**src/logic/gtc_regs.svh**
```systemverilog
/*
 * Register offsets, field positions, reset values and count constants of
 * the general timer. Assumes it is included by bare name from the package
 * and the design modules; it defines macros only.
 */
`ifndef GTC_REGS_SVH
`define GTC_REGS_SVH

// ----------------------------------------------------------------------
// Register byte offsets
// ----------------------------------------------------------------------
`define GTC_OFF_CTRL      4'h0
`define GTC_OFF_COUNT     4'h4
`define GTC_OFF_RELOAD    4'h8
`define GTC_OFF_STATUS    4'hC

// ----------------------------------------------------------------------
// Control register fields
// ----------------------------------------------------------------------
`define GTC_CTRL_EN       0
`define GTC_CTRL_MODE_LO  1
`define GTC_CTRL_MODE_HI  4
`define GTC_CTRL_PS_LO    5
`define GTC_CTRL_PS_HI    7
`define GTC_CTRL_POL      8
`define GTC_CTRL_OEN      9
`define GTC_CTRL_W        10

// ----------------------------------------------------------------------
// Status register fields
// ----------------------------------------------------------------------
`define GTC_ST_RUN        0
`define GTC_ST_OUT        1
`define GTC_ST_ARMED      2

// ----------------------------------------------------------------------
// Reset values and counts
// ----------------------------------------------------------------------
`define GTC_CTRL_RST      10'h000
`define GTC_COUNT_RST     16'h0001
`define GTC_RELOAD_RST    16'h0000
`define GTC_RESTART       16'h0001
`define GTC_PS_MAX_LOG2   3'h7

// ----------------------------------------------------------------------
// Bus answers
// ----------------------------------------------------------------------
`define GTC_RESP_OKAY     2'h0
`define GTC_RESP_SLVERR   2'h2

`endif

```
**src/logic/gtc_pkg.sv**
```systemverilog
/*
 * Types of the general timer: mode codes and trigger states.
 * Assumes the register header sits in the include path.
 */
`include "gtc_regs.svh"

package gtc_pkg;

   // ----------------------------------------------------------------------
   // Mode select codes, one per operating mode
   // ----------------------------------------------------------------------
   typedef enum logic [3:0] {
      GTC_ONE_SHOT  = 4'h0,
      GTC_TRIG_SHOT = 4'h1,
      GTC_CONT      = 4'h2,
      GTC_COUNTER   = 4'h3,
      GTC_COMP_CNT  = 4'h4,
      GTC_PWM_ONE   = 4'h5,
      GTC_PWM_TWO   = 4'h6,
      GTC_CAP_RST   = 4'h7,
      GTC_CAP_CMP   = 4'h8,
      GTC_COMPARE   = 4'h9,
      GTC_GATED     = 4'hA
   } gtc_mode_e;

   // ----------------------------------------------------------------------
   // Triggered one-shot state
   // ----------------------------------------------------------------------
   typedef enum logic {
      GTC_TRG_ARMED = 1'b0,
      GTC_TRG_RUN   = 1'b1
   } gtc_trig_e;

endpackage : gtc_pkg

```
**src/logic/gtc_edge.sv**
```systemverilog
/*
 * Two-stage synchroniser followed by an edge detector.
 * Assumes the input is slow against the clock (a quarter of it at most).
 */
`timescale 1ns/1ps

module gtc_edge
   import gtc_pkg::*;
(
   // Clock and reset
   input  wire logic clk,
   input  wire logic rst,
   // Raw level and detected edges
   input  wire logic din,
   output logic      rise,
   output logic      fall
);

   logic [1:0] sync_r;    // Synchroniser chain
   logic [1:0] sync_nxt;  // Next chain value
   logic       prev_r;    // Last settled level
   logic       prev_nxt;  // Next settled level

   // ----------------------------------------------------------------------
   // Next values: stage one feeds stage two only
   // ----------------------------------------------------------------------
   always_comb
   begin
      sync_nxt = {sync_r[0], din};
      prev_nxt = sync_r[1];
   end

   // Registers
   always_ff @(posedge clk or posedge rst)
   begin
      if (rst)
      begin
         sync_r <= 2'h0;
         prev_r <= 1'b0;
      end
      else
      begin
         sync_r <= sync_nxt;
         prev_r <= prev_nxt;
      end
   end

   // Edges look only at the settled stage and its delayed copy
   assign rise = sync_r[1] & ~prev_r;
   assign fall = ~sync_r[1] & prev_r;

endmodule : gtc_edge

```
**src/logic/gtc_timer.sv**
```systemverilog
/*
 * General 16-bit reloadable up-timer with prescaler and AXI4-Lite slave.
 * Assumes timer input and comparator output are slow, external inputs
 * that are synchronised here; one clock, active-high async reset.
 */
// The AXI4-Lite interface to the registers and the register offsets are this design's own decisions.
//
// Contract
// - Mode field selects one of eleven modes; only one-shot, triggered, continuous and both counter modes are built
// - One-shot: at reload irq, count 0001h, stop
// - One-shot output flips for one cycle
// - One-shot timeout is (reload-start+1) times prescale
// - Triggered one-shot waits for polarity-selected input edge
// - Triggered: count, pulse, irq, count 0001h
// - Edges ignored while counting; then re-arm
// - Enable only arms triggered one-shot mode
// - Trigger synchroniser adds two to three cycles
// - Continuous: irq, count 0001h, keep counting
// - Continuous toggles enabled output at reload
// - Start count only affects first pass
// - Continuous period is reload times prescale
// - Counter mode counts input edges, no prescaler
// - Comparator counter counts comparator edges, no prescaler
// - Prescaler divides by 1 to 128
// - Count rolls FFFFh to 0000h
// - Counter modes: irq, 0001h, toggle output
`timescale 1ns/1ps

`include "gtc_regs.svh"

module gtc_timer
   import gtc_pkg::*;
#(
   parameter int ADDR_W = 4
)
(
   // Clock and reset
   input  wire logic              CORE_CLK,
   input  wire logic              RESET,
   // AXI4-Lite write address and data
   input  wire logic [ADDR_W-1:0] S_AXI_AWADDR,
   input  wire logic              S_AXI_AWVALID,
   output logic                   S_AXI_AWREADY,
   input  wire logic [31:0]       S_AXI_WDATA,
   input  wire logic [3:0]        S_AXI_WSTRB,
   input  wire logic              S_AXI_WVALID,
   output logic                   S_AXI_WREADY,
   // AXI4-Lite write response
   output logic [1:0]             S_AXI_BRESP,
   output logic                   S_AXI_BVALID,
   input  wire logic              S_AXI_BREADY,
   // AXI4-Lite read
   input  wire logic [ADDR_W-1:0] S_AXI_ARADDR,
   input  wire logic              S_AXI_ARVALID,
   output logic                   S_AXI_ARREADY,
   output logic [31:0]            S_AXI_RDATA,
   output logic [1:0]             S_AXI_RRESP,
   output logic                   S_AXI_RVALID,
   input  wire logic              S_AXI_RREADY,
   // Timer pins
   input  wire logic              TIMER_IN,
   input  wire logic              COMP_IN,
   output logic                   TIMER_OUT,
   output logic                   TIMER_OUT_EN,
   output logic                   TIMER_IRQ
);

   // ----------------------------------------------------------------------
   // Functions
   // ----------------------------------------------------------------------
   // Byte-lane merge of a 16-bit register
   function automatic logic [15:0] merge16(input logic [15:0] old,
                                           input logic [31:0] data,
                                           input logic [3:0]  strb);
      logic [15:0] res;
      res = old;
      if (strb[0]) res[7:0] = data[7:0];
      if (strb[1]) res[15:8] = data[15:8];
      return res;
   endfunction : merge16

   // Prescale exponent to terminal count (divide minus one)
   function automatic logic [6:0] div_m1(input logic [2:0] ps);
      logic [7:0] div;
      div = 8'h01 << ps;
      return 7'(div - 8'h01);
   endfunction : div_m1

   // ----------------------------------------------------------------------
   // State
   // ----------------------------------------------------------------------
   logic [`GTC_CTRL_W-1:0] ctrl_r, ctrl_nxt;       // Control register
   logic [15:0]            cnt_r, cnt_nxt;         // Count register
   logic [15:0]            rld_r, rld_nxt;         // Reload register
   logic [6:0]             presc_r, presc_nxt;     // Prescaler
   gtc_trig_e              trg_r, trg_nxt;         // Triggered state
   logic                   out_r, out_nxt;         // Output level
   logic                   irq_r, irq_nxt;         // Reload pulse
   logic                   awg_r, awg_nxt;         // Write address held
   logic                   wg_r, wg_nxt;           // Write data held
   logic [ADDR_W-1:0]      wa_r, wa_nxt;           // Held write address
   logic [31:0]            wd_r, wd_nxt;           // Held write data
   logic [3:0]             ws_r, ws_nxt;           // Held strobes
   logic                   awrdy_r, awrdy_nxt;     // Address ready
   logic                   wrdy_r, wrdy_nxt;       // Data ready
   logic                   bval_r, bval_nxt;       // Response valid
   logic [1:0]             bresp_r, bresp_nxt;     // Write answer
   logic                   arrdy_r, arrdy_nxt;     // Read address ready
   logic                   rval_r, rval_nxt;       // Read valid
   logic [31:0]            rdat_r, rdat_nxt;       // Read data
   logic [1:0]             rresp_r, rresp_nxt;     // Read answer

   // ----------------------------------------------------------------------
   // Decoded control and events
   // ----------------------------------------------------------------------
   gtc_mode_e   mode;        // Selected mode
   logic        en, pol;     // Enable and output_polarity_select
   logic        tin_rise, tin_fall, cmp_rise, cmp_fall;
   logic        trig_edge;   // Polarity-selected timer input edge
   logic        timed;       // Counting prescaled clocks
   logic        edge_mode;   // Counting input edges
   logic        tick, step, hit;
   logic        shot_mode;   // One-shot style output
   logic        wr_land;     // A bus write updates registers this cycle

   assign mode = gtc_mode_e'(ctrl_r[`GTC_CTRL_MODE_HI:`GTC_CTRL_MODE_LO]);
   assign en   = ctrl_r[`GTC_CTRL_EN];
   assign pol  = ctrl_r[`GTC_CTRL_POL];

   // Both external inputs pass the synchroniser first
   gtc_edge u_tin_edge (
      .clk  (CORE_CLK),
      .rst  (RESET),
      .din  (TIMER_IN),
      .rise (tin_rise),
      .fall (tin_fall)
   );
   gtc_edge u_cmp_edge (
      .clk  (CORE_CLK),
      .rst  (RESET),
      .din  (COMP_IN),
      .rise (cmp_rise),
      .fall (cmp_fall)
   );

   assign trig_edge = pol ? tin_fall : tin_rise;
   // Triggered mode counts only once a trigger has moved it to run
   assign timed = en && (mode == GTC_ONE_SHOT || mode == GTC_CONT ||
                         (mode == GTC_TRIG_SHOT && trg_r == GTC_TRG_RUN));
   assign edge_mode = en && (mode == GTC_COUNTER || mode == GTC_COMP_CNT);
   assign tick = timed && (presc_r == div_m1(ctrl_r[`GTC_CTRL_PS_HI:`GTC_CTRL_PS_LO]));
   // Edge modes bypass the prescaler entirely
   assign step = tick || (edge_mode && ((mode == GTC_COMP_CNT) ?
                 (pol ? cmp_fall : cmp_rise) : trig_edge));
   assign hit  = step && (cnt_r == rld_r);
   assign shot_mode = (mode == GTC_ONE_SHOT) || (mode == GTC_TRIG_SHOT);
   // The response only rises when a write lands, so this marks software updates
   assign wr_land = bval_nxt && !bval_r;

   // ----------------------------------------------------------------------
   // Next values: bus slave and timer
   // ----------------------------------------------------------------------
   always_comb
   begin
      logic do_wr;
      logic wr_ok;
      logic [15:0] ctrl_w;
      do_wr = 1'b0;
      wr_ok = 1'b0;
      ctrl_w = 16'h0000;
      ctrl_nxt = ctrl_r;
      cnt_nxt = cnt_r;
      rld_nxt = rld_r;
      presc_nxt = 7'h00;
      trg_nxt = trg_r;
      out_nxt = out_r;
      irq_nxt = hit;
      awg_nxt = awg_r;
      wg_nxt = wg_r;
      wa_nxt = wa_r;
      wd_nxt = wd_r;
      ws_nxt = ws_r;
      bval_nxt = bval_r;
      bresp_nxt = bresp_r;
      rval_nxt = rval_r;
      rdat_nxt = rdat_r;
      rresp_nxt = rresp_r;

      // Timer: prescaler runs only while timed counting
      if (timed && !tick)
         presc_nxt = presc_r + 7'h01;
      // Count steps and wraps FFFFh to 0000h; reload restarts at 0001h
      if (hit)
         cnt_nxt = `GTC_RESTART;
      else if (step)
         cnt_nxt = cnt_r + 16'h0001;
      // Output: one-cycle flip for one-shot styles, toggle otherwise
      if (shot_mode)
      begin
         if (hit)
            out_nxt = ~out_r;
         else if (irq_r)
            out_nxt = pol;
      end
      else if (hit)
         out_nxt = ~out_r;
      // One-shot disables itself at reload
      if (hit && mode == GTC_ONE_SHOT)
         ctrl_nxt[`GTC_CTRL_EN] = 1'b0;
      // Triggered state: late edges are ignored while running
      if (!en || mode != GTC_TRIG_SHOT)
         trg_nxt = GTC_TRG_ARMED;
      else if (trg_r == GTC_TRG_ARMED && trig_edge)
         trg_nxt = GTC_TRG_RUN;
      else if (hit)
         trg_nxt = GTC_TRG_ARMED;

      // Bus: take address and data in either order
      if (S_AXI_AWVALID && awrdy_r)
      begin
         awg_nxt = 1'b1;
         wa_nxt = S_AXI_AWADDR;
      end
      if (S_AXI_WVALID && wrdy_r)
      begin
         wg_nxt = 1'b1;
         wd_nxt = S_AXI_WDATA;
         ws_nxt = S_AXI_WSTRB;
      end
      do_wr = awg_nxt && wg_nxt && !bval_r;
      if (bval_r && S_AXI_BREADY)
         bval_nxt = 1'b0;
      if (do_wr)
      begin
         wr_ok = 1'b1;
         case (wa_nxt[3:0])
            `GTC_OFF_CTRL:
            begin
               // Merge in full width first; only the low control bits exist
               ctrl_w = merge16({6'h00, ctrl_r}, wd_nxt, ws_nxt);
               ctrl_nxt = ctrl_w[`GTC_CTRL_W-1:0];
               // A fresh enable restarts prescaler, state and output level
               if (!en && ctrl_nxt[`GTC_CTRL_EN])
               begin
                  presc_nxt = 7'h00;
                  trg_nxt = GTC_TRG_ARMED;
                  out_nxt = ctrl_nxt[`GTC_CTRL_POL];
               end
            end
            `GTC_OFF_COUNT:  cnt_nxt = merge16(cnt_r, wd_nxt, ws_nxt);
            `GTC_OFF_RELOAD: rld_nxt = merge16(rld_r, wd_nxt, ws_nxt);
            `GTC_OFF_STATUS: wr_ok = 1'b1;
            default:         wr_ok = 1'b0;
         endcase
         awg_nxt = 1'b0;
         wg_nxt = 1'b0;
         bval_nxt = 1'b1;
         bresp_nxt = wr_ok ? `GTC_RESP_OKAY : `GTC_RESP_SLVERR;
      end
      // Ready drops while a word is held or a response waits
      awrdy_nxt = !awg_nxt && !bval_nxt;
      wrdy_nxt = !wg_nxt && !bval_nxt;

      // Read: one outstanding, data captured at the address handshake
      if (rval_r && S_AXI_RREADY)
         rval_nxt = 1'b0;
      if (S_AXI_ARVALID && arrdy_r)
      begin
         rval_nxt = 1'b1;
         rresp_nxt = `GTC_RESP_OKAY;
         case (S_AXI_ARADDR[3:0])
            `GTC_OFF_CTRL:   rdat_nxt = {22'h000000, ctrl_r};
            `GTC_OFF_COUNT:  rdat_nxt = {16'h0000, cnt_r};
            `GTC_OFF_RELOAD: rdat_nxt = {16'h0000, rld_r};
            `GTC_OFF_STATUS: rdat_nxt = {29'h00000000, trg_r == GTC_TRG_ARMED && en &&
                                         mode == GTC_TRIG_SHOT, out_r, timed || edge_mode};
            default:
            begin
               rdat_nxt = 32'h00000000;
               rresp_nxt = `GTC_RESP_SLVERR;
            end
         endcase
      end
      arrdy_nxt = !rval_nxt;
   end

   // ----------------------------------------------------------------------
   // Registers
   // ----------------------------------------------------------------------
   always_ff @(posedge CORE_CLK or posedge RESET)
   begin
      if (RESET)
      begin
         ctrl_r <= `GTC_CTRL_RST;
         cnt_r <= `GTC_COUNT_RST;
         rld_r <= `GTC_RELOAD_RST;
         presc_r <= 7'h00;
         trg_r <= GTC_TRG_ARMED;
         out_r <= 1'b0;
         irq_r <= 1'b0;
         awg_r <= 1'b0;
         wg_r <= 1'b0;
         wa_r <= '0;
         wd_r <= 32'h00000000;
         ws_r <= 4'h0;
         awrdy_r <= 1'b0;
         wrdy_r <= 1'b0;
         bval_r <= 1'b0;
         bresp_r <= 2'h0;
         arrdy_r <= 1'b0;
         rval_r <= 1'b0;
         rdat_r <= 32'h00000000;
         rresp_r <= 2'h0;
      end
      else
      begin
         ctrl_r <= ctrl_nxt;
         cnt_r <= cnt_nxt;
         rld_r <= rld_nxt;
         presc_r <= presc_nxt;
         trg_r <= trg_nxt;
         out_r <= out_nxt;
         irq_r <= irq_nxt;
         awg_r <= awg_nxt;
         wg_r <= wg_nxt;
         wa_r <= wa_nxt;
         wd_r <= wd_nxt;
         ws_r <= ws_nxt;
         awrdy_r <= awrdy_nxt;
         wrdy_r <= wrdy_nxt;
         bval_r <= bval_nxt;
         bresp_r <= bresp_nxt;
         arrdy_r <= arrdy_nxt;
         rval_r <= rval_nxt;
         rdat_r <= rdat_nxt;
         rresp_r <= rresp_nxt;
      end
   end

   // Outputs straight from flip-flops
   assign S_AXI_AWREADY = awrdy_r;
   assign S_AXI_WREADY  = wrdy_r;
   assign S_AXI_BVALID  = bval_r;
   assign S_AXI_BRESP   = bresp_r;
   assign S_AXI_ARREADY = arrdy_r;
   assign S_AXI_RVALID  = rval_r;
   assign S_AXI_RDATA   = rdat_r;
   assign S_AXI_RRESP   = rresp_r;
   assign TIMER_OUT     = out_r;
   assign TIMER_OUT_EN  = ctrl_r[`GTC_CTRL_OEN];
   assign TIMER_IRQ     = irq_r;
endmodule : gtc_timer

```
**config.mk**
```make
export PLATFORM = sky130hd
export DESIGN_NAME = gtc_timer
export DESIGN_NICKNAME = d
export VERILOG_FILES = /design/src/logic/gtc_pkg.sv /design/src/logic/gtc_edge.sv /design/src/logic/gtc_timer.sv
export VERILOG_INCLUDE_DIRS = /design/src /design/src/logic
export SDC_FILE = /design/constraint.sdc
export NUM_CORES = 1
export LEC_CHECK = 0
export BUFFER_PORTS_ARGS = -buffer_cell sky130_fd_sc_hd__buf_4
export CAP_MARGIN = 10
export CORE_UTILIZATION = 35
export CTS_CLUSTER_SIZE = 20
export DETAILED_ROUTE_END_ITERATION = 10
export RECOVER_POWER = 100
export SLEW_MARGIN = 5
export SYNTH_ARGS = -nofsm -noshare
export SYNTH_HDL_FRONTEND = slang
export SYNTH_SLANG_ARGS = --single-unit
```
**constraint.sdc**
```tcl
create_clock -name CORE_CLK -period 4.7 [get_ports CORE_CLK]
set_input_delay 0.705 -clock CORE_CLK [delete_from_list [all_inputs] [get_ports CORE_CLK]]
set_output_delay 0.705 -clock CORE_CLK [all_outputs]
set_load 0.02 [all_outputs]
```
After elaboration in Yosys (flattened, before gate mapping)
Index checks and enable logic that the tools add are counted.

cells by class
  add/subtract/negate cells = 3
  equal/unequal tests = 16
  shift operators = 1
  multiplexer cells = 49
  bitwise operators = 10
  reductions and logical operators = 45

operator list
  kind                   number
  $mux 16                5
  $pmux 16 s4            1
  $mux 8                 5
  $mux 1                 30
  $mux 7                 4
  $logic_and 1x1->1      21
  $add 16x1->16 const B  1
  $eq 16x16->1           1
  $eq 4x4->1 const B     4
  $eq 4x3->1 const B     3
  $logic_not 4->1        3
  $reduce_and 3->1       4
  $ne 3x3->1 const B     3
  $eq 4x2->1 const B     2
  $reduce_or 4->1        2
  $add 7x1->7 const B    1
  $eq 7x7->1             1
  $logic_not 1->1        7
  $logic_or 1x1->1       7
  $shl 1x3->7 const A    1
  $sub 7x1->7 const B    1
  $mux 2                 3
  $not 1->1              6
  $and 1x1->1            4
  4 further kinds        4

word-level totals
  flip-flop bits (word level) = 123
  input port bits = 53
  output and inout port bits = 44

Depth between registers and ports, before layout
  depth after elaboration = 13
  mapped depth = 12
  depth with buffers taken out = 9

Modules after synthesis
From an unflattened synthesis, not the netlist that was laid out.

second synthesis, totals
  cell total of the unflattened synthesis = 560
  area, all modules = 5460.2 sq um

by module, submodules not included
  module     times used  cells an instance  area an instance (sq um)  seq. area each (sq um)
  gtc_timer  1           548                5272.6                    2478.6
  gtc_edge   2           6                  93.8                      75.1

Worst setup path before layout
OpenSTA, ideal clock, no wires.

  path kind = register -> register
  from = register ctrl_r[7]
  to = register cnt_r[4]
  arrival = 2.580 ns
  required time = 4.574 ns
  setup slack = 1.994 ns
  stages on the path, launching flop included = 12
  buffers on the path = 3
  clock period less this slack = 2.706 ns
  path through = dfrtp_1 clkbuf_1 or3_1 ha_1 buf_2 nand4bb_1 o221ai_1 a221o_1 a41oi_4 buf_4 nor3b_1 o311a_1

between the ends
  cells in the longest elaborated chain, start to end = 9
  elaborated cells on any way between the ends = 10
  classes of those cells = 1 x add/sub; 1 x eq/ne; 1 x shift; 4 x mux; 3 x reduce/logical

ends and longest elaborated chain
  what                                          line                                source
  start: declaration                            gtc_timer.sv:92                     logic [`GTC_CTRL_W-1:0] ctrl_r, ctrl_nxt;
  start signal: assignment                      gtc_timer.sv:294                    ctrl_r <= `GTC_CTRL_RST;
  start signal: assignment                      gtc_timer.sv:317                    ctrl_r <= ctrl_nxt;
  $shl 1x3->7 *                                 gtc_timer.sv:85                     div = 8'h01 << ps;
  $sub 7x1->7 *                                 gtc_timer.sv:86                     return 7'(div - 8'h01);
  $eq 7x7->1 *                                  gtc_timer.sv:151                    assign tick = timed && (presc_r == div_m1(ctrl_r[`GTC_CTRL_PS_HI:`GTC_CTRL_PS_LO]));
  $logic_and 1x1->1 *                           gtc_timer.sv:151
  $logic_or 1x1->1 *                            gtc_timer.sv:153                    assign step = tick || (edge_mode && ((mode == GTC_COMP_CNT) ?
  $mux 16 or $logic_and 1x1->1 (tied branches)  gtc_timer.sv:195, gtc_timer.sv:155
  $mux 16 *                                     gtc_timer.sv:193                    if (hit)
  $mux 16                                       gtc_timer.sv:236                    case (wa_nxt[3:0])
  $mux 16 *                                     gtc_timer.sv:233                    if (do_wr)
  end signal: assignment                        gtc_timer.sv:295                    cnt_r <= `GTC_COUNT_RST;
  end signal: assignment                        gtc_timer.sv:318                    cnt_r <= cnt_nxt;
  end: declaration                              gtc_timer.sv:93                     logic [15:0] cnt_r, cnt_nxt;

Mark *: on every way between the ends. The rest lies on a longest branch, timed or not.
A chain may end at the register's enable or synchronous reset.

Worst setup path in the final report
  from = input S_AXI_WVALID
  to = register rld_r[5]

between the ends
  elaborated cells on any way between the ends = 7
  classes of those cells = 3 x mux; 4 x reduce/logical

RTL lines
  what                        line              source
  start: declaration          gtc_timer.sv:46   input wire logic S_AXI_WVALID,
  $logic_and 1x1->1           gtc_timer.sv:224  if (S_AXI_WVALID && wrdy_r)
  $mux 2                      gtc_timer.sv:224
  via ws_nxt[0]               gtc_timer.sv:103  logic [3:0] ws_r, ws_nxt;
  $reduce_and 3->1 (no line)  -
  end signal: assignment      gtc_timer.sv:296  rld_r <= `GTC_RELOAD_RST;
  end signal: assignment      gtc_timer.sv:319  rld_r <= rld_nxt;
  end: declaration            gtc_timer.sv:94   logic [15:0] rld_r, rld_nxt;

The timed path passes the listed nets, and every way through them passes these cells.

==> results.sh <==
export IMPL_routed_wl_um=12700
export IMPL_grt_overflow_total=0
export IMPL_drive_above_1_share_pct=13.4
export IMPL_die_width_um=128
export IMPL_routabilityCongestion=0.810
export IMPL_yosysSeqAreaShare_pct=47.6
export IMPL_clk_pin_slew_ns=0.07
export IMPL_clock_skew_ns=0.00704
export IMPL_ys_warnings_count=0
export IMPL_p_int_w=0.00216
export IMPL_max_freq_ghz=0.282
export IMPL_htreeDepth=3
export IMPL_rows=45
export IMPL_ant_nets=0
export IMPL_cts_buffers=9
export IMPL_violations="capacitance limit, slew limit"
export IMPL_slew_headroom_pct=-107
export IMPL_cellLeakagePower_nw=2.61
export IMPL_cap_viol_max_count=2
export IMPL_track_usage_pct=16.4
export IMPL_mostFrequentLayoutCells="dfrtp_1 (104), nand2_1 (46), nor2_1 (43)"
export IMPL_io_pin_count=97
export IMPL_syn_to_final_growth_pct=12.8
export IMPL_first_iter_violations=368
export IMPL_path_class="input port to flop"
export IMPL_p_sw_w=0.00135
export IMPL_die_y_um=128
export IMPL_synthArstFlopShare_pct=100
export IMPL_root_buffer="clkbuf_16"
export IMPL_rr_startpoint="S_AXI_WREADY$_DFF_PP0_"
export IMPL_wl_met3_um=753
export IMPL_final_hold_violation_count=0
export IMPL_finalMaxSlewViolations=94
export IMPL_routedWlPerCell_um=15.8
export IMPL_grt_pass1_wl_um=20600
export IMPL_p_total_w=0.00351
export IMPL_wl_met2_um=5530
export IMPL_die_area_sq_um=16300
export IMPL_diodes=0
export IMPL_power_frac_seq_pct=43.6
export IMPL_synthFlopType="dfrtp_1"
export IMPL_p_clk_share_pct=21.4
export IMPL_cts_repair_resized=0
export IMPL_powerDensity_nw_per_um2=563
export IMPL_cp_arrival_ns=3.79
export IMPL_synth_area_per_cell_sq_um=10.2
export IMPL_finalCritPeriodShare_pct=75.4
export IMPL_worst_slew_pin_slew_ns=3.09
export IMPL_clk_latency_ns=0.35
export IMPL_switching_share_pct=38.6
export IMPL_yosysUniqueCellTypes=67
export IMPL_start_kind="input port"
export IMPL_layout_commonest_cell="dfrtp_1"
export IMPL_ir_drop_uv=225
export IMPL_cp_end_kind="flop"
export IMPL_fin_nets=640
export IMPL_hold_start="u_tin_edge.sync_r[0]$_DFF_PP0_"
export IMPL_ys_ff_latch=105
export IMPL_via_per_inst=5.22
export IMPL_grt_max_degree=71
export IMPL_wl_met1_um=6220
export IMPL_drc=0
export IMPL_port_buffers=60
export IMPL_grt_pass1_vias=3899
export IMPL_holdBufCountCts=0
export IMPL_syn_inst=541
export IMPL_min_path_type="flop to flop"
export IMPL_synth_edf_count=0
export IMPL_crit_start="S_AXI_WVALID"
export IMPL_cts_setup_buffers=0
export IMPL_rsz0062_at_grt="false"
export IMPL_drt_first_pass_iters=5
export IMPL_initial_core_util_pct=36.1
export IMPL_cts_sinks=105
export IMPL_synth_area_sq_um=5530
export IMPL_top_layer="met4"
export IMPL_fin_setup_tns_ns=0
export IMPL_clk_path_buf_depth=2
export IMPL_min_period_ns=3.54
export IMPL_antenna_found_initial=0
export IMPL_status="finished with violations"
export IMPL_cts_tree="built"
export IMPL_hpwlAfterDp_um=9080
export IMPL_vias=4175
export IMPL_pwr_share_comb_pct=35.0
export IMPL_required_ns=4.95
export IMPL_setup_viol=0
export IMPL_finalCoreUtilization_pct=40.7
export IMPL_critPathMaxFanout=22
export IMPL_core_area_sq_um=15300
==> power groups by stage <==
stage	registers [W]	logic [W]	clock network, W
3_5_place_dp	0.00154	0.00128	0
4_1_cts	0.00152	0.00129	0.000772
5_1_grt	0.00158	0.00136	0.000803
6_report	0.00153	0.00123	0.000751
3_3_place_gp	0.00152	0.00125	0
2_1_floorplan	0.00145	0.000991	0
==> logic make-up (layout without fill, tap and decap cells) <==
logic type / after synthesis / count (layout) / synth area share [%]
adders and majority gates: 3 / 3 / 0.679
xor gates and xnor gates: 26 / 26 / 4.12
and+or+nand+nor: 171 / 171 / 16.6
DFF: 105 / 105 / 47.6
AOI/OAI and AO/OA: 121 / 121 / 15.1
buffers and inverters: 69 / 100 / 6.27
muxes: 45 / 45 / 9.56
other: 1 / 18 / 0.0679
==> routing by layer <==
metal  global-route usage [%]  vias to the layer above
li1                         -                     1995
met1                     23.3                     2039
met2                     24.4                      128
met3                     4.52                       13
met4                     4.98                        0
met5                        0                        -
==> final timing paths <==
check / endpoint / slack (ns) / cells after the start
max: rld_r[5]$_DFFE_PP0P_ / 1.16 / 6
min: u_tin_edge.sync_r[1]$_DFF_PP0_ / 0.35 / 0
max reg2reg: rld_r[5]$_DFFE_PP0P_ / 1.22 / 5
min reg2reg: u_tin_edge.sync_r[1]$_DFF_PP0_ / 0.35 / 0
max in group asynchronous: S_AXI_RDATA[3]$_DFFE_PP0P_ / 1.54 / 3
min in group asynchronous: wd_r[0]$_DFF_PP0_ / 1.24 / 2
==> stage by stage <==
stage / hold slack, ns / setup slack, ns / instance area [sq um] / instances
3_3_place_gp: 0.335 / 1.51 / 6060 / 784
3_5_place_dp: 0.342 / 1.48 / 6060 / 784
2_1_floorplan: 0.331 / 1.24 / 5590 / 558
6_report: 0.355 / 1.16 / 6230 / 800
5_1_grt: 0.368 / 0.851 / 6230 / 800
4_1_cts: 0.357 / 1.46 / 6350 / 800
==> critical path, cell delays in order <==
cell and delay (ns):
clkbuf_4 0.12, nand2_1 0.06, clkbuf_1 1.16, mux2_1 0.47, nor3b_2 0.85, mux2_2 0.41
==> area by class of cell <==
class | count | area [sq um]
Inverter | 22 | 83.8
Fill cell | 1525 | 9080
Tap cell | 211 | 264
Multi-Input combinational cell | 384 | 2610
Clock inverter | 2 | 37.5
Clock buffer | 14 | 254
Timing Repair Buffer | 62 | 358
Sequential cell | 105 | 2630
==> synth_stat cells, types with 4 or more instances <==
master / number / share of area [%]
mux2i_1: 19 / 3.4
nand2_1: 46 / 3.1
buf_4: 20 / 2.7
dfrtp_1: 104 / 47
buf_2: 10 / 0.91
nand2b_1: 4 / 0.45
nand3_1: 6 / 0.54
o31ai_1: 5 / 0.68
xnor2_1: 24 / 3.8
nand4_1: 6 / 0.68
inv_1: 21 / 1.4
o211ai_1: 7 / 0.95
and3_1: 11 / 1.2
nor3_1: 10 / 0.91
or3_1: 6 / 0.68
a31oi_1: 6 / 0.68
clkbuf_1: 16 / 1.1
and2_1: 4 / 0.45
nor3b_1: 4 / 0.54
nor2_1: 43 / 2.9
mux2_2: 22 / 4.5
o21ai_0: 26 / 2.4
nor2b_1: 11 / 1.2
mux4_2: 4 / 1.6
a22oi_1: 6 / 0.82
a211oi_1: 4 / 0.54
o311ai_0: 7 / 1.1
a21oi_1: 31 / 2.8
==> state kept, by name, indices dropped and copies added (netlist names), 2 cells and up <==
signal,count
ws_r,2
wa_r,4
wd_r,16
presc_r,7
u_cmp_edge.sync_r,2
rld_r,16
u_tin_edge.sync_r,2
cnt_r,16
ctrl_r,10
S_AXI_RDATA,16
No activity file was read; power rests on OpenSTA's default activity.
